### config.mk
export PLATFORM = sky130hd
export DESIGN_NAME = peb_local_bus
export DESIGN_NICKNAME = d
export VERILOG_FILES = /design/src/include/peb_pkg.sv /design/src/logic/peb_local_bus.sv
export SDC_FILE = /design/constraint.sdc
export NUM_CORES = 1
export LEC_CHECK = 0
export BUFFER_PORTS_ARGS = -buffer_cell sky130_fd_sc_hd__buf_2
export CORE_MARGIN = 2
export CORE_UTILIZATION = 25
export CTS_BUF_LIST = sky130_fd_sc_hd__clkbuf_8
export CTS_CLUSTER_DIAMETER = 200
export DETAILED_ROUTE_END_ITERATION = 10
export GPL_ROUTABILITY_DRIVEN = 0
export SLEW_MARGIN = 20
export SYNTH_ARGS = -nofsm -noshare
export SYNTH_HDL_FRONTEND = slang
export SYNTH_SLANG_ARGS = --single-unit
export TNS_END_PERCENT = 20
### constraint.sdc
create_clock -name ref_clk -period 3.2 [get_ports ref_clk]
set_input_delay 0.64 -clock ref_clk [delete_from_list [all_inputs] [get_ports ref_clk]]
set_output_delay 0.64 -clock ref_clk [all_outputs]
set_load 0.1 [all_outputs]
### src/include/peb_pkg.sv
// Constants and types for the local expansion bus port
package peb_pkg;
    localparam int LAD_W        = 32;            // Local address/data width
    localparam int LANE_N       = 4;             // Byte lanes
    localparam int ADDR_LO      = 2;             // Lowest forwarded host address bit
    localparam int ADDR_HI      = 19;            // Highest forwarded host address bit
    localparam int ADDR_FWD_W   = ADDR_HI - ADDR_LO + 1;
    localparam int BASE_LO      = 20;            // Lowest host address bit compared to base
    localparam int BASE_W       = LAD_W - BASE_LO;
    localparam logic [BASE_W-1:0] BASE_RST = 12'h000;
    localparam logic [LANE_N-1:0] LANES_IDLE = 4'hf;
    localparam int DATA_CYC     = 2;             // Default strobe cycles per access
    typedef enum logic [2:0] {
        PEB_IDLE,
        PEB_REQ,
        PEB_ADDR,
        PEB_DATA,
        PEB_DONE
    } peb_state_e;
endpackage

### src/logic/peb_local_bus.sv
// Host-to-local expansion bus bridge: decode, arbitration, address/data and strobes
//
// Notes on behaviour
// - Local clock out is inverted host clock
// - Address phase: host addr 19:2 on 17:0
// - Address phase: upper local bits driven zero
// - Forward only when upper address matches base
// - Data phase passes host data unchanged
// - Four active-low lane selects, one per byte
// - Only data-phase byte enables reach selects
// - Lane selects high outside data phase
// - Default style: write strobe low, rising defines
// - Default style: read strobe low, high on writes
// - Alternate style: direction high read, low write
// - Alternate style: data strobe low through data phase
// - Default style: latch enable low through data
// - Alternate style: address strobe low entire cycle
// - Local interrupt forwarded to host interrupt B
// - Request local bus before any access
// - Acknowledge grant; hold cycle until released
`timescale 1ns/100ps
module peb_local_bus
    import peb_pkg::*;
#(
    parameter int DATA_CYCLES = DATA_CYC
) (
    input  wire logic              ref_clk,
    input  wire logic              rst_n,
    input  wire logic              clk_en,
    input  wire logic              alt_strobe_mode,
    input  wire logic [BASE_W-1:0] base_addr,
    input  wire logic              host_addr_valid,
    input  wire logic [LAD_W-1:0]  host_ad,
    input  wire logic [LANE_N-1:0] host_cbe_n,
    input  wire logic              host_write,
    input  wire logic              host_data_valid,
    output logic                   host_hit,
    output logic                   host_busy,
    output logic                   host_done,
    output logic [LAD_W-1:0]       host_rdata,
    input  wire logic              local_interrupt_in_n,
    output logic                   host_intb_n,
    output logic                   local_bus_clock_out,
    input  wire logic [LAD_W-1:0]  local_addr_data_in,
    output logic [LAD_W-1:0]       local_addr_data_out,
    output logic                   local_addr_data_oe,
    output logic [LANE_N-1:0]      local_byte_select_n,
    output logic                   write_strobe_n,
    output logic                   read_strobe_n,
    output logic                   address_strobe_n,
    output logic                   data_strobe_n,
    output logic                   local_bus_request_n,
    input  wire logic              local_bus_grant_n,
    output logic                   grant_acknowledge_n
);
    initial begin
        if (DATA_CYCLES < 1 || DATA_CYCLES > 15) begin
            $error("DATA_CYCLES out of range");
        end
    end

    // Registers
    peb_state_e        state_ff, nxt_state;
    logic [LAD_W-1:0]  ad_ff, nxt_ad;
    logic [LANE_N-1:0] be_ff, nxt_be;
    logic              wr_ff, nxt_wr;
    logic [3:0]        cnt_ff, nxt_cnt;
    logic [LAD_W-1:0]  rdata_ff, nxt_rdata;
    logic              intb_ff;

    // Base compare and phase decode
    wire match     = host_addr_valid && (host_ad[LAD_W-1:BASE_LO] == base_addr);
    wire granted   = !local_bus_grant_n;
    wire in_addr   = (state_ff == PEB_ADDR);
    wire in_data   = (state_ff == PEB_DATA);
    wire in_access = in_addr || in_data;
    wire last_data = in_data && (cnt_ff == 4'(DATA_CYCLES - 1));

    // Local clock is the inverse of the block clock
    assign local_bus_clock_out = ~ref_clk;

    // Next state
    always_comb begin
        nxt_state = state_ff;
        nxt_ad    = ad_ff;
        nxt_be    = be_ff;
        nxt_wr    = wr_ff;
        nxt_cnt   = cnt_ff;
        nxt_rdata = rdata_ff;
        case (state_ff)
            PEB_IDLE: begin
                if (match) begin
                    nxt_ad    = {{(LAD_W - ADDR_FWD_W){1'b0}}, host_ad[ADDR_HI:ADDR_LO]};
                    nxt_wr    = host_write;
                    nxt_state = PEB_REQ;
                end
            end
            PEB_REQ: begin
                if (granted && host_data_valid) begin
                    nxt_state = PEB_ADDR;
                end
            end
            PEB_ADDR: begin
                nxt_ad    = host_ad;
                nxt_be    = host_cbe_n;
                nxt_cnt   = 4'h0;
                nxt_state = PEB_DATA;
            end
            PEB_DATA: begin
                nxt_cnt = cnt_ff + 4'h1;
                if (last_data) begin
                    nxt_rdata = local_addr_data_in;
                    nxt_state = PEB_DONE;
                end
            end
            PEB_DONE: begin
                nxt_be    = LANES_IDLE;
                nxt_state = PEB_IDLE;
            end
            default: begin
                nxt_state = PEB_IDLE;
            end
        endcase
    end

    // State registers
    always_ff @(posedge ref_clk or negedge rst_n) begin
        if (!rst_n) begin
            state_ff <= PEB_IDLE;
            ad_ff    <= '0;
            be_ff    <= LANES_IDLE;
            wr_ff    <= 1'b0;
            cnt_ff   <= 4'h0;
            rdata_ff <= '0;
            intb_ff  <= 1'b1;
        end else if (clk_en) begin
            state_ff <= nxt_state;
            ad_ff    <= nxt_ad;
            be_ff    <= nxt_be;
            wr_ff    <= nxt_wr;
            cnt_ff   <= nxt_cnt;
            rdata_ff <= nxt_rdata;
            intb_ff  <= local_interrupt_in_n;
        end
    end

    // Host-side status
    assign host_hit   = match && (state_ff == PEB_IDLE);
    assign host_busy  = (state_ff != PEB_IDLE);
    assign host_done  = (state_ff == PEB_DONE);
    assign host_rdata = rdata_ff;
    assign host_intb_n = intb_ff;

    // Local address/data drive; floats during read data phase
    assign local_addr_data_out = ad_ff;
    assign local_addr_data_oe  = in_addr || (in_data && wr_ff);

    // One chip select per byte lane, each idle outside the data phase
    generate
        for (genvar lane = 0; lane < LANE_N; lane++) begin : g_lane
            assign local_byte_select_n[lane] = in_data ? be_ff[lane] : LANES_IDLE[lane];
        end
    endgenerate

    // Arbitration handshake
    assign local_bus_request_n = !(state_ff == PEB_REQ);
    assign grant_acknowledge_n = !in_access;

    // Picks the pin level for the strobe style in use
    function automatic logic style_pick(input logic alt_sel, input logic alt_lvl,
                                        input logic def_lvl);
        style_pick = alt_sel ? alt_lvl : def_lvl;
    endfunction

    // Strobes in the two styles; unused style pins sit high
    assign address_strobe_n = !(in_access);
    assign write_strobe_n   = style_pick(alt_strobe_mode, !(in_access && wr_ff), !(in_data && wr_ff));
    assign read_strobe_n    = style_pick(alt_strobe_mode, 1'b1, !(in_data && !wr_ff));
    assign data_strobe_n    = style_pick(alt_strobe_mode, !in_data, 1'b1);

    // Checks
    lanes_idle_a: assert property (@(posedge ref_clk) disable iff (!rst_n)
        !in_data |-> local_byte_select_n == LANES_IDLE)
        else $error("lane select active outside data phase");
    addr_map_a: assert property (@(posedge ref_clk) disable iff (!rst_n)
        in_addr |-> local_addr_data_out[LAD_W-1:ADDR_FWD_W] == '0)
        else $error("upper address bits not zero");
    addr_fwd_a: assert property (@(posedge ref_clk) disable iff (!rst_n)
        (state_ff == PEB_IDLE && match && clk_en) |=>
        ad_ff[ADDR_FWD_W-1:0] == $past(host_ad[ADDR_HI:ADDR_LO]))
        else $error("forwarded address wrong");
    base_hit_a: assert property (@(posedge ref_clk) disable iff (!rst_n)
        (state_ff == PEB_IDLE && clk_en && !match) |=> state_ff == PEB_IDLE)
        else $error("cycle forwarded without base match");
    read_high_a: assert property (@(posedge ref_clk) disable iff (!rst_n)
        (in_access && wr_ff) |-> read_strobe_n)
        else $error("read strobe low during write");
    ack_grant_a: assert property (@(posedge ref_clk) disable iff (!rst_n)
        $fell(grant_acknowledge_n) |-> $past(granted))
        else $error("acknowledge without grant");
    req_first_a: assert property (@(posedge ref_clk) disable iff (!rst_n)
        $fell(grant_acknowledge_n) |-> $past(!local_bus_request_n))
        else $error("access without request");
    release_a: assert property (@(posedge ref_clk) disable iff (!rst_n)
        host_done |-> local_bus_request_n && grant_acknowledge_n)
        else $error("bus held after access");
    dstrobe_a: assert property (@(posedge ref_clk) disable iff (!rst_n)
        (in_data && alt_strobe_mode) |-> !data_strobe_n && !address_strobe_n)
        else $error("alternate strobes not low");
    ale_a: assert property (@(posedge ref_clk) disable iff (!rst_n)
        (in_data && !alt_strobe_mode) |-> !address_strobe_n)
        else $error("latch enable high in data phase");
    dir_a: assert property (@(posedge ref_clk) disable iff (!rst_n)
        (in_access && alt_strobe_mode) |-> write_strobe_n == !wr_ff)
        else $error("direction wrong");

    // Strobe levels per style and direction
    // Default write strobe low through a write data phase
    wstr_low_a: assert property (@(posedge ref_clk) disable iff (!rst_n)
        (in_data && wr_ff && !alt_strobe_mode) |-> !write_strobe_n)
        else $error("write strobe not low on write");
    // Default write strobe stays high on reads
    wstr_hi_a: assert property (@(posedge ref_clk) disable iff (!rst_n)
        (in_access && !wr_ff && !alt_strobe_mode) |-> write_strobe_n)
        else $error("write strobe low on read");
    // Default read strobe low through a read data phase
    rstr_low_a: assert property (@(posedge ref_clk) disable iff (!rst_n)
        (in_data && !wr_ff && !alt_strobe_mode) |-> !read_strobe_n)
        else $error("read strobe not low on read");
    // Alternate direction low for the whole write
    dir_write_a: assert property (@(posedge ref_clk) disable iff (!rst_n)
        (in_access && wr_ff && alt_strobe_mode) |-> !write_strobe_n)
        else $error("direction not low on write");
    // Read strobe unused in alternate style
    alt_rd_hi_a: assert property (@(posedge ref_clk) disable iff (!rst_n)
        alt_strobe_mode |-> read_strobe_n)
        else $error("read strobe active in alternate style");
    // Data strobe unused in default style
    def_ds_hi_a: assert property (@(posedge ref_clk) disable iff (!rst_n)
        !alt_strobe_mode |-> data_strobe_n)
        else $error("data strobe active in default style");
    // All strobes quiet while idle
    idle_quiet_a: assert property (@(posedge ref_clk) disable iff (!rst_n)
        (state_ff == PEB_IDLE) |-> write_strobe_n && read_strobe_n && data_strobe_n
        && address_strobe_n)
        else $error("strobe active while idle");
    // Selects follow the captured data-phase enables
    sel_copy_a: assert property (@(posedge ref_clk) disable iff (!rst_n)
        in_data |-> local_byte_select_n == be_ff)
        else $error("lane select differs from enables");
    // Enables captured from the host data phase only
    be_capture_a: assert property (@(posedge ref_clk) disable iff (!rst_n)
        (in_addr && clk_en) |=> local_byte_select_n == $past(host_cbe_n))
        else $error("lane select not from data phase");
    // Host data passed unchanged into the data phase
    data_pass_a: assert property (@(posedge ref_clk) disable iff (!rst_n)
        (in_addr && clk_en) |=> local_addr_data_out == $past(host_ad))
        else $error("data phase word altered");
    // Bridge drives the bus during the address phase
    addr_oe_a: assert property (@(posedge ref_clk) disable iff (!rst_n)
        in_addr |-> local_addr_data_oe)
        else $error("address not driven");
    // Upper bits already clear while waiting for the bus
    addr_hold_a: assert property (@(posedge ref_clk) disable iff (!rst_n)
        (state_ff == PEB_REQ) |-> local_addr_data_out[LAD_W-1:ADDR_FWD_W] == '0)
        else $error("upper address bits set while waiting");
    // Peripheral owns the bus during read data
    oe_read_a: assert property (@(posedge ref_clk) disable iff (!rst_n)
        (in_data && !wr_ff) |-> !local_addr_data_oe)
        else $error("bridge drives during read data");
    // Data phase lasts its full count
    cnt_span_a: assert property (@(posedge ref_clk) disable iff (!rst_n)
        (in_data && !last_data && clk_en) |=> in_data)
        else $error("data phase cut short");
    // Local clock is the inverse of the block clock
    clk_inv_a: assert property (@(posedge ref_clk) disable iff (!rst_n)
        local_bus_clock_out != ref_clk)
        else $error("local clock not inverted");
    // Interrupt copied one cycle later
    intb_fwd_a: assert property (@(posedge ref_clk) disable iff (!rst_n)
        clk_en |=> host_intb_n == $past(local_interrupt_in_n))
        else $error("interrupt not forwarded");
    // Request held until the bus is granted
    req_hold_a: assert property (@(posedge ref_clk) disable iff (!rst_n)
        (state_ff == PEB_REQ && clk_en && !(granted && host_data_valid))
        |=> !local_bus_request_n)
        else $error("request dropped before grant");
    // No acknowledge while still requesting
    ack_rel_a: assert property (@(posedge ref_clk) disable iff (!rst_n)
        (state_ff == PEB_REQ) |-> grant_acknowledge_n)
        else $error("acknowledge before grant taken");
    // Acknowledge held through the data phase
    ack_hold_a: assert property (@(posedge ref_clk) disable iff (!rst_n)
        in_data |-> !grant_acknowledge_n)
        else $error("acknowledge dropped in data phase");
    // Done pulse lasts one cycle
    done_pulse_a: assert property (@(posedge ref_clk) disable iff (!rst_n)
        host_done |=> !host_done)
        else $error("done longer than one cycle");
    // Bridge stops driving once the access ends
    rel_oe_a: assert property (@(posedge ref_clk) disable iff (!rst_n)
        host_done |-> !local_addr_data_oe)
        else $error("bus driven after access");
    // No new hit while an access runs
    hit_busy_a: assert property (@(posedge ref_clk) disable iff (!rst_n)
        host_busy |-> !host_hit)
        else $error("hit taken while busy");
endmodule

==> results of run 1 <==
==> cells in the final DEF, fill, tap and decap left out, types with 2 or more instances in the layout <==
cell and count:
or2_2 4, clkinvlp_4 2, buf_2 166, mux2_4 15
inv_1 7, o21ai_0 4, dfstp_2 5, buf_4 3
mux2_1 4, o22ai_1 4, nand3_1 3, and2_1 2
nand2_1 11, mux2_2 51, dfrtp_1 72, buf_12 2
a22o_1 16, nor2_1 7, nand2b_1 2, nand4_1 3
ha_1 2, nor3b_1 2, a21oi_1 4, clkbuf_8 10
xnor2_1 12, nor3_1 3
==> per-stage QoR <==
step,std cells,utilization,TNS [ns],setup WS [ns]
CTS,610,0.3402,0,0.1418
detailed placement,594,0.3276,0,0.3469
finish,612,0.3437,0,0.1638
global placement,594,0.3276,0,0.3422
global route,612,0.3437,0,0.1341
floorplan,258,-,-0.1537,-0.1537
==> layout make-up <==
class | instances | area, µm² | area share
inverter | 5 | 18.77 | 0.003949
sequential | 77 | 1933 | 0.4068
tap | 180 | 225.2 | 0.04739
clock buffer | 11 | 142.6 | 0.03002
timing repair buffer | 171 | 915.9 | 0.1927
multi-input combinational | 161 | 1475 | 0.3104
clock inverter | 7 | 41.29 | 0.008689
==> state kept, by name (all words and copies together) (netlist names) <==
signal	flops
local_addr_data_out	32
host_rdata	32
wr_ff	1
be_ff	4
state_ff	3
host_intb_n	1
cnt_ff	4
==> worst max path at each step <==
stage                                  from             endpoint  slack [ns]  depth (start not counted)
floorplan           state_ff[0]$_DFFE_PN0P_            host_done       -0.15                          2
global placement                host_ad[20]             host_hit        0.34                          6
detailed placement              host_ad[20]             host_hit        0.35                          6
CTS                                 ref_clk  local_bus_clock_out        0.14                          4
global route                        ref_clk  local_bus_clock_out        0.13                          4
finish                              ref_clk  local_bus_clock_out        0.16                          4
==> worst max-delay path: cells and delay by family <==
| kind | cells | cell delay, ns |
|---|---|---|
| buffers and inverters | 4 | 0.79 |
==> routing by layer <==
| metal | GRT usage | vias up | share of wire |
|---|---|---|---|
| met2 | 0.1917 | 96 | 0.49 |
| li1 | - | 1259 | - |
| met4 | 0.06394 | 0 | 0.025 |
| met3 | 0.02230 | 13 | 0.048 |
| met1 | 0.1484 | 1280 | 0.44 |
| met5 | 0 | - | 0 |
==> kinds of logic (layout without fill, tap and decap cells) <==
logic type               count (synthesis)  count (layout)
flip-flops                              77              77
multiplexers                            70              70
AND/OR/NAND/NOR                         42              42
AO/OA/AOI/OAI                           35              35
buffers and inverters                   20             194
XOR/XNOR                                12              12
adder cells (fa/ha/maj)                  2               2
==> flow_summary.ini, run 1 <==
[layout]
fin_area_um2 = 4752
n_fill_cell = 1401
layout-drive-gt1-share = 0.6157
syn2layout_area_growth_pct = 35.11
layout.nets = 518
diodes = 0

[grt]
antenna_found_initial = 0
grt_use_total = 0.1182
grt_pass1_vias = 2676
grt_first_pass_wirelength_um = 13310
grt_max_degree = 78
gr-total-overflow = 0

[logic_synthesis]
synth_edf_count = 0
synthMuxAreaShare = 0.2401
synth.yosys.seq_area_share = 0.5496
synthAdderAreaFrac = 0.007115
synth_nets = 349
synth_compound_area_frac = 0.07613
yosys.area_share.xor_xnor = 0.02988
ys.flop_type = dfrtp_1
ys_top_cells_by_count = dfrtp_1, mux2_2, a22o_1
syn_area_um2 = 3517
async_reset_ff_frac = 1.000
synth-seq-cells = 77
ys_warn_count = 0
avgSynthCellArea_um2 = 13.63
synth_simple_gate_area_frac = 0.06510
synth_area_leader_cell = dfrtp_1
synth.distinct_cells = 36
yosysMostFrequentCell = dfrtp_1
ys_top_cells_by_area = dfrtp_1, mux2_2, mux2_4
synth_top_family_by_area = multiplexers
synth_cells = 258
synth_top_area_share = 0.5123

[detailed_routing]
drc = 0
vias = 2648
wl_per_cell_um = 14.46
drtAntennaViolNets = 0
wl_um = 8847
drt_iter0_drc = 29
drt-vias-per-instance = 4.327
first_pass_iters = 4

[sta]
maxSlewViolCount = 0
whs_ns = 0.2262
hold_violations = 0
tightest_slew_ns = 0.6546
slew_headroom = 0.5636
finalSetupViolations = 0
skew_ns = 0.01101
grt_setup_unrepaired = no

[critical_path]
reg2regPathDepth = 5
crit_path_end_kind = output port
crit_slowest_cell = buf_2
cpPeakStageDelay_ns = 0.41
start_kind = clock port
crit_type = clock port to output port
crit_path_frequent_cell = clkbuf_8
cp.arrival_ns = 2.40
r2r_slack_ns = 1.12
worst_r2r_startpoint = state_ff[0]$_DFFE_PN0P_
critPathMaxFanout = 11
cp.required_ns = 2.56
rr_endpoint = local_addr_data_out[1]$_DFFE_PN0P_
crit_chain = clkbuf_8, clkbuf_8, inv_1, buf_2

[clocking]
cts_hold_buffers = 0
post-cts-setup-buffer-count = 0
cts-resized-gates = 0
path_clk_slew_ns = 0.09
cts-root-buf = clkbuf_8
numCtsBuffers = 9
clock_path_buffers = 2
h-tree-depth = 3
cts_tree = built
clk-insertion-delay-late_ns = 0.36

[placed_design]
dpl_cell_area_um2 = 4529
dpl.hpwl_um = 6419
io_buffers = 168

[die]
initial_utilization = 0.2544
rows = 43
core_region_area_um2 = 13830
ios = 169
die_area_um2 = 15030
die_y_um = 122.6
die_x_um = 122.6

[flow_run]
maxCapViolCount = 0

[run_status]
outcome = finished, final reports clean

[worst_hold_path]
hold_path_class = input pin to async pin
Power of run 1 is not shown: default switching activity piles up to over one toggle a cycle in this logic, so the estimate is an artifact.
==> run 2: changes to the inputs <==
--- a/config.mk
+++ b/config.mk
@@ -6,6 +6,7 @@
 export NUM_CORES = 1
 export LEC_CHECK = 0
 export BUFFER_PORTS_ARGS = -buffer_cell sky130_fd_sc_hd__buf_2
+export CORE_ASPECT_RATIO = 2
 export CORE_MARGIN = 2
 export CORE_UTILIZATION = 25
 export CTS_BUF_LIST = sky130_fd_sc_hd__clkbuf_8
==> run 2 against run 1 <==
Worst setup slack gained 0.0020 ns. Utilization increased by 0.51 points. Clock skew up 0.0014 ns. Routed wire length rose by 1.9%. Cell count rose by 1.3%. First-iteration DRC count rose by 34%. Non-clock buffer count is 1 lower. Via count increased by 3.2%. Worst hold slack gained 0.075 ns. Register-to-register slack improved by 0.08 ns. Critical path type unchanged.
==> flow_summary.ini, run 2 (same netlist as run 1, synthesis figures left out) <==
[sta]
slew_headroom = 0.5310
hold_violations = 0
tightest_slew_ns = 0.7036
skew_ns = 0.01241
finalSetupViolations = 0
grt_setup_unrepaired = no
whs_ns = 0.3015
maxSlewViolCount = 0

[run_status]
outcome = finished, final reports clean

[detailed_routing]
drtAntennaViolNets = 0
drt-vias-per-instance = 4.406
first_pass_iters = 4
wl_met1_um = 3217
met3_length_um = 474
drt_iter0_drc = 39
dr_wl_met2_um = 5089
wl_per_cell_um = 14.54
drc = 0
top_layer = met4
wl_um = 9013
vias = 2732

[critical_path]
cp.arrival_ns = 2.39
worst_r2r_startpoint = state_ff[0]$_DFFE_PN0P_
critPathMaxFanout = 11
crit_path_end_kind = output port
start_kind = clock port
r2r_slack_ns = 1.20
rr_endpoint = local_addr_data_out[2]$_DFFE_PN0P_
cp.required_ns = 2.56
reg2regPathDepth = 5
crit_type = clock port to output port

[die]
ios = 169
die_x_um = 87.87
rows = 61
initial_utilization = 0.2546
die_y_um = 171.7
core_region_area_um2 = 13810
die_area_um2 = 15090

[worst_hold_path]
hold_path_class = input pin to async pin

[grt]
antenna_found_initial = 0
grt_use_total = 0.1216
gr-total-overflow = 0
grt_first_pass_wirelength_um = 13850
grt_pass1_vias = 2795
grt_max_degree = 78

[clocking]
post-cts-setup-buffer-count = 0
numCtsBuffers = 9
cts_tree = built
cts-root-buf = clkbuf_8
h-tree-depth = 3
cts_hold_buffers = 0
cts-resized-gates = 0
path_clk_slew_ns = 0.10
clock_path_buffers = 2
clk-insertion-delay-late_ns = 0.36

[layout]
layout-drive-gt1-share = 0.6172
fin_cells = 620
syn2layout_area_growth_pct = 37.00
fin_area_um2 = 4818
final_cell_mix = buf_2, dfrtp_1, mux2_2
diodes = 0
final_core_util = 0.3488
mostFrequentLayoutCell = buf_2
layout.nets = 517

[flow_run]
maxCapViolCount = 0

[placed_design]
dpl_cell_area_um2 = 4541
dp.cells = 603
io_buffers = 168
dpl.hpwl_um = 6846
run 2: stage by stage:
stage | worst slack (ns) | TNS [ns]
after floorplan | -0.1537 | -0.1537
after global placement | 0.5291 | 0
after detailed placement | 0.5291 | 0
after CTS | 0.1374 | 0
after global routing | 0.1359 | 0
final | 0.1658 | 0
run 2: cell type report:
type,count,area [µm²]
well taps,189,236.5
clock buffers,11,142.6
flip-flops and latches,77,1933
repair buffers,170,892.1
inverters,5,18.77
multi-input cells,161,1475
clock inverters,7,120.1
fillers,1420,8996
run 2: worst max-delay path, stage by stage:
cell and delay [ns]:
clkbuf_8 0.16, clkbuf_8 0.17, inv_1 0.05, buf_2 0.41
run 2: worst max path at each step:
stage,slack [ns],cells past startpoint,end,startpoint
after detailed placement,0.53,2,local_bus_clock_out,ref_clk
after floorplan,-0.15,2,host_done,state_ff[0]$_DFFE_PN0P_
after global routing,0.14,4,local_bus_clock_out,ref_clk
after global placement,0.53,2,local_bus_clock_out,ref_clk
after CTS,0.14,4,local_bus_clock_out,ref_clk
final,0.17,4,local_bus_clock_out,ref_clk
run 2: layer usage:
layer	GRT usage	vias to the layer above
li1	-	1253
met4	0.05953	0
met3	0.02351	20
met5	0	-
met2	0.2243	116
met1	0.1272	1343
Power of run 2 is left out for the same reason.
